===== config.mk =====
export PLATFORM = sky130hd
export DESIGN_NAME = ahf_core
export DESIGN_NICKNAME = d
export VERILOG_FILES = /design/src/verilog/ahf_pkg.sv /design/src/verilog/ahf_fifo_ram.sv /design/src/verilog/ahf_core.sv
export SDC_FILE = /design/constraint.sdc
export NUM_CORES = 2
export LEC_CHECK = 0
export BUFFER_PORTS_ARGS = -buffer_cell sky130_fd_sc_hd__buf_2
export CAP_MARGIN = 20
export CORE_ASPECT_RATIO = 1.5
export CORE_MARGIN = 2
export CORE_UTILIZATION = 62
export DETAILED_ROUTE_END_ITERATION = 8
export GPL_TIMING_DRIVEN = 0
export PLACE_DENSITY = 0.9
export SLEW_MARGIN = 20
export SYNTH_ARGS = -nofsm -noshare
export SYNTH_HDL_FRONTEND = slang
export SYNTH_SLANG_ARGS = --single-unit

===== constraint.sdc =====
create_clock -name hclk -period 6.9 [get_ports hclk]
set_input_delay 0.69 -clock hclk [delete_from_list [all_inputs] [get_ports hclk]]
set_output_delay 0.69 -clock hclk [all_outputs]
set_load 0.02 [all_outputs]

===== src/verilog/ahf_pkg.sv =====
// Package with the map, field positions and types of the ATA FIFO and UDMA timing block.
package ahf_pkg;
    // ****************************************
    // Register byte addresses
    // ****************************************
    localparam logic [15:0] OFS_UDMA_TIMING_TWO = 16'h3A1C;
    localparam logic [15:0] OFS_UDMA_TIMING_THREE = 16'h3A20;
    localparam logic [15:0] OFS_UDMA_TIMING_FOUR = 16'h3A24;
    localparam logic [15:0] OFS_UDMA_TIMING_FIVE = 16'h3A28;
    localparam logic [15:0] OFS_FIFO_DATA_PORT = 16'h3A3C;
    localparam logic [15:0] OFS_FIFO_STATUS = 16'h3A40;
    localparam logic [15:0] OFS_FIFO_CONTROL = 16'h3A44;
    localparam logic [15:0] OFS_FIFO_ALARM_LEVEL = 16'h3A48;
    localparam logic [15:0] OFS_FIFO_READ_POINTER = 16'h3A4C;
    localparam logic [15:0] OFS_FIFO_WRITE_POINTER = 16'h3A50;
    localparam logic [15:0] OFS_FIFO_COMMAND = 16'h3A54;
    // ****************************************
    // Field positions, bit 0 is the least significant bit
    // ****************************************
    localparam int ERR_BIT = 22;
    localparam int UF_BIT = 21;
    localparam int OF_BIT = 20;
    localparam int FULL_BIT = 19;
    localparam int HI_BIT = 18;
    localparam int LO_BIT = 17;
    localparam int EMPTY_BIT = 16;
    localparam int EOF_BIT = 29;
    localparam int GR_LSB = 24;
    localparam int CMD_FLUSH_BIT = 0;
    localparam int CMD_TX_BIT = 1;
    localparam int ZAH_LSB = 24;
    // ****************************************
    // Reset values and sizes
    // ****************************************
    localparam logic [31:0] REG_RESET = 32'h00000000;
    localparam logic [11:0] PTR_RESET = 12'h000;
    localparam logic [9:0] FIFO_BYTES = 10'h200;
    localparam logic [9:0] WORD_BYTES = 10'h004;
    localparam logic [2:0] HSIZE_WORD = 3'h2;
    // ****************************************
    // Types
    // ****************************************
    typedef struct packed {
        logic [7:0] data_setup;
        logic [7:0] data_hold;
        logic [7:0] first_strobe;
        logic [7:0] interlock_max;
        logic [7:0] interlock_min;
        logic [7:0] release_max;
        logic [7:0] envelope;
        logic [7:0] strobe_to_ready;
        logic [7:0] strobe_to_stop;
        logic [7:0] ready_to_final;
        logic [7:0] ready_to_pause;
        logic [7:0] ack_setup_hold_count;
        logic [7:0] drive_delay_min;
    } ahf_timing_t;
    typedef enum logic [3:0] {
        SEL_DATA_SETUP = 4'h0, SEL_DATA_HOLD = 4'h1, SEL_FIRST_STROBE = 4'h2,
        SEL_INTERLOCK_MAX = 4'h3, SEL_INTERLOCK_MIN = 4'h4, SEL_RELEASE_MAX = 4'h5,
        SEL_ENVELOPE = 4'h6, SEL_STROBE_TO_READY = 4'h7, SEL_STROBE_TO_STOP = 4'h8,
        SEL_READY_TO_FINAL = 4'h9, SEL_READY_TO_PAUSE = 4'hA, SEL_ACK_SETUP = 4'hB,
        SEL_DRIVE_DELAY = 4'hC
    } ahf_tsel_t;
endpackage : ahf_pkg


===== src/verilog/ahf_fifo_ram.sv =====
// FIFO storage built from four byte-wide memories.
`timescale 1ns/1ps
module ahf_fifo_ram #(
    parameter int DEPTH = 128,
    parameter int AW = 7
) (
    input wire logic hclk,
    input wire logic wr_en,
    input wire logic [AW-1:0] wr_addr,
    input wire logic [31:0] wr_data,
    input wire logic [AW-1:0] rd_addr,
    output logic [31:0] rd_data
);
    for (genvar lane = 0; lane < 4; lane++) begin : g_lane
        logic [7:0] mem [DEPTH];
        always_ff @(posedge hclk) begin
            if (wr_en) begin
                mem[wr_addr] <= wr_data[lane*8 +: 8];
            end
        end
        assign rd_data[lane*8 +: 8] = mem[rd_addr];
    end
endmodule : ahf_fifo_ram


===== src/verilog/ahf_core.sv =====
// ATA host data FIFO with UDMA timing registers behind an AHB-Lite slave.
// Notes on behaviour
// - Write data setup and hold counts come from timing two, high bytes.
// - First strobe count comes from timing two, third field.
// - Interlock maximum from timing two, minimum from timing three.
// - Bus release maximum in timing three, drive delay minimum in timing five.
// - Envelope count from ack to stop and ready is in timing three.
// - Strobe to ready count in timing three bounds extra words received.
// - Strobe to termination count lives in timing four.
// - No strobe edges after ready-to-final count once ready drops.
// - Recipient waits ready-to-pause count before pausing.
// - Ack setup and hold count lives in timing four bottom field.
// - One FIFO whose direction follows mode; software flushes before switching.
// - Storage is 512 bytes as four 8 by 128 memories.
// - In receive, reading the data port pops the oldest word; in transmit, writing pushes one.
// - A data port access that is not a full word raises an error.
// - Summary error is the OR of other errors; write one clears.
// - Reading past empty sets underflow; flush or write one clears.
// - Writing past full sets overflow; flush or write one clears.
// - Full and empty follow the live state and are not sticky.
// - High attention follows the high mark; low attention holds until the high mark.
// - In transmit, data request asserts at or below the alarm level until the high mark; in receive it follows the high mark.
// - Granularity sets the high mark at four times its value in free bytes.
// - Read pointer is the RAM read address; software writes may corrupt data.
//
// The AHB-Lite register port was chosen for this implementation.
`timescale 1ns/1ps
module ahf_core (
    input wire logic hclk,
    input wire logic hresetn,
    input wire logic hsel,
    input wire logic [15:0] haddr,
    input wire logic [1:0] htrans,
    input wire logic hwrite,
    input wire logic [2:0] hsize,
    input wire logic [31:0] hwdata,
    input wire logic hready,
    output logic [31:0] hrdata,
    output logic hreadyout,
    output logic hresp,
    input wire logic ata_push,
    input wire logic [31:0] ata_push_data,
    input wire logic ata_pop,
    output logic [31:0] ata_pop_data,
    input wire logic timer_start,
    input wire ahf_pkg::ahf_tsel_t timer_sel,
    output logic timer_done,
    output ahf_pkg::ahf_timing_t udma_timing,
    output logic fifo_dma_request,
    output logic fifo_tx_mode,
    output logic fifo_full,
    output logic fifo_empty
);
    // ****************************************
    // Bus address and data phases
    // ****************************************
    logic ap_valid_q;
    logic ap_write_q;
    logic [15:0] ap_addr_q;
    logic [31:0] hrdata_q;
    wire acc = hsel & htrans[1] & hready;
    wire acc_rd = acc & ~hwrite;
    wire dp_write = ap_valid_q & ap_write_q;
    wire hit_data = haddr == ahf_pkg::OFS_FIFO_DATA_PORT;
    wire size_word = hsize == ahf_pkg::HSIZE_WORD;
    wire wr_t2 = dp_write & (ap_addr_q == ahf_pkg::OFS_UDMA_TIMING_TWO);
    wire wr_t3 = dp_write & (ap_addr_q == ahf_pkg::OFS_UDMA_TIMING_THREE);
    wire wr_t4 = dp_write & (ap_addr_q == ahf_pkg::OFS_UDMA_TIMING_FOUR);
    wire wr_t5 = dp_write & (ap_addr_q == ahf_pkg::OFS_UDMA_TIMING_FIVE);
    wire wr_stat = dp_write & (ap_addr_q == ahf_pkg::OFS_FIFO_STATUS);
    wire wr_ctrl = dp_write & (ap_addr_q == ahf_pkg::OFS_FIFO_CONTROL);
    wire wr_alarm = dp_write & (ap_addr_q == ahf_pkg::OFS_FIFO_ALARM_LEVEL);
    wire wr_rp = dp_write & (ap_addr_q == ahf_pkg::OFS_FIFO_READ_POINTER);
    wire wr_wp = dp_write & (ap_addr_q == ahf_pkg::OFS_FIFO_WRITE_POINTER);
    wire wr_cmd = dp_write & (ap_addr_q == ahf_pkg::OFS_FIFO_COMMAND);
    wire wr_dport = dp_write & (ap_addr_q == ahf_pkg::OFS_FIFO_DATA_PORT);

    always_ff @(posedge hclk or negedge hresetn) begin
        if (!hresetn) begin
            ap_valid_q <= 1'b0;
            ap_write_q <= 1'b0;
            ap_addr_q <= 16'h0000;
        end else begin
            ap_valid_q <= acc & (~hit_data | size_word);
            ap_write_q <= hwrite;
            ap_addr_q <= haddr;
        end
    end

    // ****************************************
    // Software registers
    // ****************************************
    logic [31:0] t2_q, t3_q, t4_q;
    logic [7:0] t5_q;
    logic eof_q;
    logic [2:0] gr_q;
    logic [11:0] alarm_q;
    logic tx_q;
    logic flush_q;

    always_ff @(posedge hclk or negedge hresetn) begin
        if (!hresetn) begin
            t2_q <= ahf_pkg::REG_RESET;
            t3_q <= ahf_pkg::REG_RESET;
            t4_q <= ahf_pkg::REG_RESET;
            t5_q <= 8'h00;
            eof_q <= 1'b0;
            gr_q <= 3'h0;
            alarm_q <= 12'h000;
            tx_q <= 1'b0;
            flush_q <= 1'b0;
        end else begin
            if (wr_t2) t2_q <= hwdata;
            if (wr_t3) t3_q <= hwdata;
            if (wr_t4) t4_q <= hwdata;
            if (wr_t5) t5_q <= hwdata[ahf_pkg::ZAH_LSB +: 8];
            if (wr_ctrl) eof_q <= hwdata[ahf_pkg::EOF_BIT];
            if (wr_ctrl) gr_q <= hwdata[ahf_pkg::GR_LSB +: 3];
            if (wr_alarm) alarm_q <= hwdata[11:0];
            if (wr_cmd) tx_q <= hwdata[ahf_pkg::CMD_TX_BIT];
            flush_q <= wr_cmd & hwdata[ahf_pkg::CMD_FLUSH_BIT];
        end
    end

    // ****************************************
    // Timing fields toward the transfer engine
    // ****************************************
    ahf_pkg::ahf_timing_t tim_d;
    ahf_pkg::ahf_timing_t tim_q;
    // Setup and hold for write data.
    assign tim_d.data_setup = t2_q[31:24];
    assign tim_d.data_hold = t2_q[23:16];
    assign tim_d.first_strobe = t2_q[15:8];
    assign tim_d.interlock_max = t2_q[7:0];
    assign tim_d.interlock_min = t3_q[31:24];
    assign tim_d.release_max = t3_q[23:16];
    assign tim_d.drive_delay_min = t5_q;
    assign tim_d.envelope = t3_q[15:8];
    assign tim_d.strobe_to_ready = t3_q[7:0];
    assign tim_d.strobe_to_stop = t4_q[31:24];
    assign tim_d.ready_to_final = t4_q[23:16];
    assign tim_d.ready_to_pause = t4_q[15:8];
    assign tim_d.ack_setup_hold_count = t4_q[7:0];

    // Picks the count of one timing interval.
    function automatic logic [7:0] pick(input ahf_pkg::ahf_timing_t t, input ahf_pkg::ahf_tsel_t s);
        case (s)
            ahf_pkg::SEL_DATA_SETUP: pick = t.data_setup;
            ahf_pkg::SEL_DATA_HOLD: pick = t.data_hold;
            ahf_pkg::SEL_FIRST_STROBE: pick = t.first_strobe;
            ahf_pkg::SEL_INTERLOCK_MAX: pick = t.interlock_max;
            ahf_pkg::SEL_INTERLOCK_MIN: pick = t.interlock_min;
            ahf_pkg::SEL_RELEASE_MAX: pick = t.release_max;
            ahf_pkg::SEL_ENVELOPE: pick = t.envelope;
            ahf_pkg::SEL_STROBE_TO_READY: pick = t.strobe_to_ready;
            ahf_pkg::SEL_STROBE_TO_STOP: pick = t.strobe_to_stop;
            ahf_pkg::SEL_READY_TO_FINAL: pick = t.ready_to_final;
            ahf_pkg::SEL_READY_TO_PAUSE: pick = t.ready_to_pause;
            ahf_pkg::SEL_ACK_SETUP: pick = t.ack_setup_hold_count;
            default: pick = t.drive_delay_min;
        endcase
    endfunction : pick

    // Interval timer: done pulses count plus two cycles after start.
    logic [7:0] tcnt_q;
    logic tbusy_q;
    logic tdone_q;
    wire [7:0] tload = pick(tim_d, timer_sel);

    always_ff @(posedge hclk or negedge hresetn) begin
        if (!hresetn) begin
            tim_q <= '0;
            tcnt_q <= 8'h00;
            tbusy_q <= 1'b0;
            tdone_q <= 1'b0;
        end else begin
            tim_q <= tim_d;
            tdone_q <= tbusy_q & ~timer_start & (tcnt_q == 8'h00);
            if (timer_start) begin
                tcnt_q <= tload;
                tbusy_q <= 1'b1;
            end else if (tbusy_q) begin
                tcnt_q <= tcnt_q - 8'h01;
                tbusy_q <= tcnt_q != 8'h00;
            end
        end
    end

    // ****************************************
    // FIFO pointers and occupancy
    // ****************************************
    logic [11:0] wp_q, rp_q;
    logic [31:0] ram_rd;
    wire [9:0] occ = wp_q[9:0] - rp_q[9:0];
    wire [9:0] free_b = ahf_pkg::FIFO_BYTES - occ;
    wire full = occ == ahf_pkg::FIFO_BYTES;
    wire empty = occ == 10'h000;
    wire [9:0] gran_b = {5'h00, gr_q, 2'h0};
    wire at_high = free_b <= gran_b;
    wire occ_le_alarm = {2'h0, occ} <= alarm_q;
    // Receive: link pushes, bus pops. Transmit: bus pushes, link pops.
    wire bus_push = wr_dport & tx_q;
    wire bus_pop = acc_rd & hit_data & size_word & ~tx_q;
    wire push_req = tx_q ? bus_push : ata_push;
    wire pop_req = tx_q ? ata_pop : bus_pop;
    wire [31:0] push_data = tx_q ? hwdata : ata_push_data;
    wire push_ok = push_req & ~full & ~flush_q;
    wire pop_ok = pop_req & ~empty & ~flush_q;
    // Partial access to the data port.
    wire size_bad = acc & hit_data & ~size_word;
    wire uf_evt = pop_req & empty;
    wire of_evt = push_req & full;

    always_ff @(posedge hclk or negedge hresetn) begin
        if (!hresetn) begin
            wp_q <= ahf_pkg::PTR_RESET;
            rp_q <= ahf_pkg::PTR_RESET;
        end else if (flush_q) begin
            wp_q <= ahf_pkg::PTR_RESET;
            rp_q <= ahf_pkg::PTR_RESET;
        end else begin
            if (wr_wp) wp_q <= hwdata[11:0];
            else if (push_ok) wp_q <= {2'h0, wp_q[9:0] + ahf_pkg::WORD_BYTES};
            // Software may move the read pointer.
            if (wr_rp) rp_q <= hwdata[11:0];
            else if (pop_ok) rp_q <= {2'h0, rp_q[9:0] + ahf_pkg::WORD_BYTES};
        end
    end

    // Four byte lanes of 128 entries.
    ahf_fifo_ram #(.DEPTH(128), .AW(7)) u_ram (
        .hclk(hclk),
        .wr_en(push_ok),
        .wr_addr(wp_q[8:2]),
        .wr_data(push_data),
        .rd_addr(rp_q[8:2]),
        .rd_data(ram_rd)
    );

    // ****************************************
    // Status flags and watermarks
    // ****************************************
    logic uf_q, of_q, err_q, hi_q, lo_q, full_q, empty_q;
    logic req_q;
    logic [31:0] pop_data_q;
    wire clr_uf = wr_stat & hwdata[ahf_pkg::UF_BIT];
    wire clr_of = wr_stat & hwdata[ahf_pkg::OF_BIT];
    wire clr_err = wr_stat & hwdata[ahf_pkg::ERR_BIT] & ~uf_q & ~of_q;
    // Low mark sets, high mark releases.
    wire lo_d = (occ_le_alarm & ~at_high) | (lo_q & ~at_high);
    // High attention holds while the high mark stands.
    wire hi_d = at_high;

    always_ff @(posedge hclk or negedge hresetn) begin
        if (!hresetn) begin
            uf_q <= 1'b0;
            of_q <= 1'b0;
            err_q <= 1'b0;
            hi_q <= 1'b0;
            lo_q <= 1'b0;
            full_q <= 1'b0;
            empty_q <= 1'b1;
            req_q <= 1'b0;
            pop_data_q <= 32'h00000000;
        end else begin
            uf_q <= uf_evt | (uf_q & ~clr_uf & ~flush_q);
            of_q <= of_evt | (of_q & ~clr_of & ~flush_q);
            // Summary error, cleared only once causes are gone.
            err_q <= uf_evt | of_evt | size_bad | (err_q & ~clr_err);
            hi_q <= hi_d;
            lo_q <= lo_d;
            full_q <= full;
            empty_q <= empty;
            req_q <= tx_q ? lo_d : hi_d;
            if (tx_q & pop_ok) pop_data_q <= ram_rd;
        end
    end

    // ****************************************
    // Read data
    // ****************************************
    logic [31:0] rd_val;
    wire [31:0] stat_val = {9'h000, err_q | uf_q | of_q, uf_q, of_q, full_q, hi_q, lo_q,
                            empty_q, 16'h0000};
    always_comb begin
        if (haddr == ahf_pkg::OFS_UDMA_TIMING_TWO) rd_val = t2_q;
        else if (haddr == ahf_pkg::OFS_UDMA_TIMING_THREE) rd_val = t3_q;
        else if (haddr == ahf_pkg::OFS_UDMA_TIMING_FOUR) rd_val = t4_q;
        else if (haddr == ahf_pkg::OFS_UDMA_TIMING_FIVE) rd_val = {t5_q, 24'h000000};
        else if (hit_data) rd_val = size_word ? ram_rd : 32'h00000000;
        else if (haddr == ahf_pkg::OFS_FIFO_STATUS) rd_val = stat_val;
        else if (haddr == ahf_pkg::OFS_FIFO_CONTROL) rd_val = {2'h0, eof_q, 2'h0, gr_q, 24'h0};
        else if (haddr == ahf_pkg::OFS_FIFO_ALARM_LEVEL) rd_val = {20'h00000, alarm_q};
        else if (haddr == ahf_pkg::OFS_FIFO_READ_POINTER) rd_val = {20'h00000, rp_q};
        else if (haddr == ahf_pkg::OFS_FIFO_WRITE_POINTER) rd_val = {20'h00000, wp_q};
        else if (haddr == ahf_pkg::OFS_FIFO_COMMAND) rd_val = {30'h00000000, tx_q, 1'b0};
        else rd_val = 32'h00000000;
    end

    always_ff @(posedge hclk or negedge hresetn) begin
        if (!hresetn) begin
            hrdata_q <= 32'h00000000;
        end else if (acc_rd) begin
            hrdata_q <= rd_val;
        end
    end

    assign hrdata = hrdata_q;
    assign hreadyout = 1'b1;
    assign hresp = 1'b0;
    assign ata_pop_data = pop_data_q;
    assign timer_done = tdone_q;
    assign udma_timing = tim_q;
    assign fifo_dma_request = req_q;
    assign fifo_tx_mode = tx_q;
    assign fifo_full = full_q;
    assign fifo_empty = empty_q;
endmodule : ahf_core


==> run metrics, run 1 <==
Port Buf Inserts 265; CTS Buf Count 378; Post-Syn Nets 8248; # H-tree levels 5; fraction of registers with async set/reset 0.07872; syn_area_per_cell 21.17 µm²; FP Rows 236; status did not finish; Post-Synthesis Cells 8124; Halt Stage global routing (5_1_grt); Final Wtd Congestion 1.043; clk sink count 4446; Post-synth EDFFs 4096; synth warn 0; global route overflow 27; initial cell density of the core 0.6237; flops & latches, synth 4446; DP HPWL 484.6 mm; count of different cell masters after synthesis 89; maximum clock path buffer count 4; tool error [ERROR GRT-0116] Global routing finished with congestion. Check the congestion regions in the DRC Viewer.; total track usage 0.6442; Die X 434.1 µm; Post-Place Cells 12400; sequential-to-total area share from yosys stat 0.7660; CTS Root Cell clkbuf_16; vias in the first global route 124000; first-pass GRT wire length 1188 mm; Place WS -1.577 ns; # IOs 272; Main synth FF type edfxtp_1; largest net degree at the start of global routing 129; die height 649.1 µm; mapped cell area 0.1720 mm²
[logic make-up after synthesis]
| logic type | Yosys count | share of synthesized area |
|---|---|---|
| buffers and inverters | 502 | 0.01288 |
| DFF | 4446 | 0.7660 |
| xor gates and xnor gates | 19 | 0.001011 |
| muxes | 1454 | 0.1636 |
| adders and majority gates | 27 | 0.002008 |
| and+or+nand+nor | 995 | 0.02529 |
| other | 2 | 0.00004366 |
| AOI/OAI and AO/OA | 679 | 0.02917 |
[routing by layer]
| metal | GRT overflow | track usage |
|---|---|---|
| met5 | 0 | 0.2989 |
| met4 | 15 | 0.6115 |
| met1 | 1 | 0.6405 |
| met3 | 2 | 0.4794 |
| met2 | 9 | 0.8201 |
[Yosys cell counts, types with 23 or more instances]
cell type | instances | share of area
edfxtp_1 | 4096 | 0.72
mux4_2 | 1069 | 0.14
nand2_1 | 495 | 0.011
dfrtp_1 | 349 | 0.051
clkbuf_1 | 250 | 0.0055
nor2_1 | 248 | 0.0054
mux2i_1 | 215 | 0.013
mux2_2 | 166 | 0.011
a32oi_1 | 153 | 0.0078
buf_2 | 129 | 0.0038
o21ai_0 | 92 | 0.0027
nand3_1 | 81 | 0.0024
a21oi_1 | 79 | 0.0023
a221oi_1 | 57 | 0.0029
buf_1 | 45 | 0.00098
a22oi_1 | 42 | 0.0018
a22o_1 | 38 | 0.0019
inv_1 | 36 | 0.00079
o21ai_1 | 36 | 0.0010
nor3_1 | 33 | 0.00096
o22ai_1 | 32 | 0.0012
buf_4 | 29 | 0.0013
and3_1 | 26 | 0.00095
ha_1 | 26 | 0.0019
a211oi_1 | 23 | 0.0010
[metrics by stage]
| stage | cell area, µm² | setup TNS (ns) |
|---|---|---|
| 2_1_floorplan | 172000 | 0 |
| 3_3_place_gp | 178000 | - |
| 3_5_place_dp | 187000 | -3059.58 |
| 4_1_cts | 200000 | 0 |
[repair_timing]
item                       in CTS
pin swaps                      15
hold endpoints to repair       87
gates resized for setup        17
hold buffers                   18
setup buffers                  25
setup endpoints to repair    4134
==> run 2, diff against run 1 <==
CORE_ASPECT_RATIO = unset   (was 1.5)
CORE_UTILIZATION = 40   (was 62)
PLACE_DENSITY = unset   (was 0.9)
PLACE_DENSITY_LB_ADDON = 0.15   (was unset)
==> run 2 against run 1 <==
The flow now finishes, with violations (design-rule violations, negative setup slack). Area after synthesis stayed put. Synthesized cell count stayed put.
==> run metrics, run 2 <==
status finished with violations; failing checks design-rule violations, negative setup slack; die area 0.4353 mm²; post-layout net count 9474; Port Buf Inserts 265; WS Path Type reg2reg; CTS Root Cell clkbuf_16; area of the multi-input gates 0.03964 mm²; CP Buf/Inv Count 12; initial cell density of the core 0.4023; R2R depth 21; crit start category flop; Static Leak 68.22 nW; maximum clock path buffer count 4; most frequent cells in the layout 4096 x edfxtp_1, 1069 x mux4_2, 495 x nand2_1; sequential cell area 0.1318 mm²; worst r2r src rp_q[3]; pwr dens 293.3 mW/mm²; placed inst area 0.1922 mm²; ratio of cells with drive above 1 in the final layout 0.3176; DP HPWL 510.9 mm; FF-to-FF End u_ram.g_lane[0].mem[57][2]; Hold Path Class in2reg; fraction of registers with async set/reset 0.07872; final core utilization 0.4867; Die X 659.8 µm; Clock Skew 0.09382 ns; Via-to-Cell Ratio 6.405; critical path arrival 7.67 ns; slowest stage delay, CP 0.71 ns; Post-Synthesis Cells 8124; # H-tree levels 5; first-pass GRT wire length 912.7 mm; sequential-to-total area share from yosys stat 0.7660; synth warn 0; vias post-DR 99060; largest net degree at the start of global routing 129; number of max-cap violations 0; Residual DRC 12; # IOs 272; CTS tree done; Detailed Routing Iterations Pass 1 9; Slew Limit Fails 0; Final WS setup -0.08863 ns; top-area cell type share of the netlist area 0.7151; biggest area consumer among synthesized cells edfxtp_1; endpoint type of the worst setup path flop; global route overflow 0; worst setup path startpoint rp_q[3]; final worst path period share 1.013; total track usage 0.3201; Filler Cells Inserted 34660; Worst Tran Pin Value 1.456 ns; initial antenna violation count 76; CP Max Fanout 17; instance count on the critical path 21; Final Hold Fails 0; CTS Buf Count 456; Final Setup Violations 94; Final Wtd Congestion 0.9227; design area 0.2081 mm²; vias in the first global route 94150; Starting DRT DRC Count 17310; Max stage delay cell, worst path nor2_4; Max Clock Freq 143.1 MHz; Top reg by flops u_ram.g_lane.mem; Hold WS 0.06336 ns; commonest cells in the netlist 4096 x edfxtp_1, 1069 x mux4_2, 495 x nand2_1; mapped cell area 0.1720 mm²; Post-synth EDFFs 4096; clk sink count 4446; Data required, critical path 7.58 ns; flops & latches, synth 4446; largest cells by area after synthesis edfxtp_1 72%, mux4_2 14%, dfrtp_1 5.1%; drt wl/cell 45.50 µm; core footprint 0.4276 mm²; leading cell type by number of instances after synthesis edfxtp_1; Place WS -1.216 ns; CP most frequent cell buf_6; number of flip-flops in the largest register 4096; DRT Wirelength 703.8 mm; Main synth FF type edfxtp_1; die height 659.8 µm; Tmin final 6.989 ns; clk slew on worst S/H paths 0.06 ns; synth-to-layout area growth 20.99%; max_slew headroom 0.02907; Post-Syn Nets 8248; reg2reg setup slack -0.09 ns; RSZ-0062 raised after global routing no; FP Rows 240; leading cell type in the layout, fill and taps excluded edfxtp_1; crit path cell chain clkbuf_2 > buf_4 > inv_1 > buf_2 > clkbuf_2 > buf_16 > ha_1 > buf_2 > o21ai_0 > or4b_1 > o2111ai_1 > a21oi_2 > nand4_4 > o21ai_2 > buf_6 > or4_4 > buf_6 > buf_6 > nor2_4 > buf_12 > buf_12; CP top delay family buffers and inverters; Peak supply drop 0.2278 mV; clk_lat worst skew 1.05 ns; post-route ant nets 0; syn_area_per_cell 21.17 µm²; count of different cell masters after synthesis 89; crit path to u_ram.g_lane[0].mem[57][2]
==> run 2: cell counts after synthesis <==
Identical to the previous run, type by type.
==> run 2: metal layers <==
layer	part of all wire	GRT usage	vias up
li1	-	-	36480
met1	0.37	0.4167	53650
met2	0.44	0.4721	7250
met3	0.12	0.09614	1647
met4	0.075	0.1975	33
met5	0.00046	0.007092	-
==> run 2: worst register-to-register path: stages, from the launching register on <==
cell	delay, ns
dfrtp_1	0.39
clkbuf_2	0.33
buf_4	0.38
inv_1	0.40
buf_2	0.54
clkbuf_2	0.44
buf_16	0.23
ha_1	0.16
buf_2	0.17
o21ai_0	0.16
or4b_1	0.50
o2111ai_1	0.22
a21oi_2	0.09
nand4_4	0.22
o21ai_2	0.12
buf_6	0.18
or4_4	0.43
buf_6	0.18
buf_6	0.20
nor2_4	0.73
buf_12	0.31
buf_12	0.22
==> run 2: logic make-up after synthesis <==
logic type,after synthesis,synth area share
AO/OA/AOI/OAI,679,0.02917
XOR/XNOR,19,0.001011
adder cells (fa/ha/maj),27,0.002008
buffers and inverters,502,0.01288
flip-flops,4446,0.7660
multiplexers,1454,0.1636
other,2,0.00004366
AND/OR/NAND/NOR,995,0.02529
==> run 2: area by class of cell <==
type | instances | area share
flip-flops and latches | 4446 | 0.6331
multi-input cells | 3176 | 0.1905
repair buffers | 775 | 0.05842
clock buffers | 551 | 0.05704
well taps | 5687 | 0.03419
clock inverters | 299 | 0.01517
plain buffers | 454 | 0.01045
inverters | 41 | 0.0007515
diodes | 37 | 0.0004449
==> run 2: worst min path at each step <==
| stage | endpoint | from | cells past startpoint | slack (ns) |
|---|---|---|---|---|
| 6_report | t5_q[3] | hwdata[27] | 2 | 0.06 |
| 3_3_place_gp | udma_timing[96] | t2_q[24] | 0 | 0.40 |
| 5_1_grt | t5_q[3] | hwdata[27] | 2 | 0.05 |
| 4_1_cts | t2_q[21] | hwdata[21] | 2 | 0.01 |
| 2_1_floorplan | udma_timing[96] | t2_q[24] | 0 | 0.37 |
| 3_5_place_dp | udma_timing[96] | t2_q[24] | 0 | 0.42 |
==> run 2: metrics by stage <==
step	setup TNS (ns)	cells	power (mW)
after floorplan	0	8124	33.19
after global placement	-	14080	35.58
after detailed placement	-2187.91	14510	36.23
after CTS	0	15420	61.03
after global routing	0	15440	62.35
final	-3.233	15470	61.04
==> run 2: timing repair <==
action,CTS,global route
gates cloned,0,0
setup endpoints to repair,3949,578
endpoints found under the hold margin,150,0
pin swaps,20,3
buffers inserted,40,3
hold buffers,30,0
gates resized for setup,10,7
==> run 2: where the power goes <==
group	total (mW)	internal, mW	switching, mW
Sequential	30.2	30.0	0.204
Combinational	5.67	1.74	3.93
Clock	25.2	14.3	10.8
No activity file was read; power rests on OpenSTA's default activity.
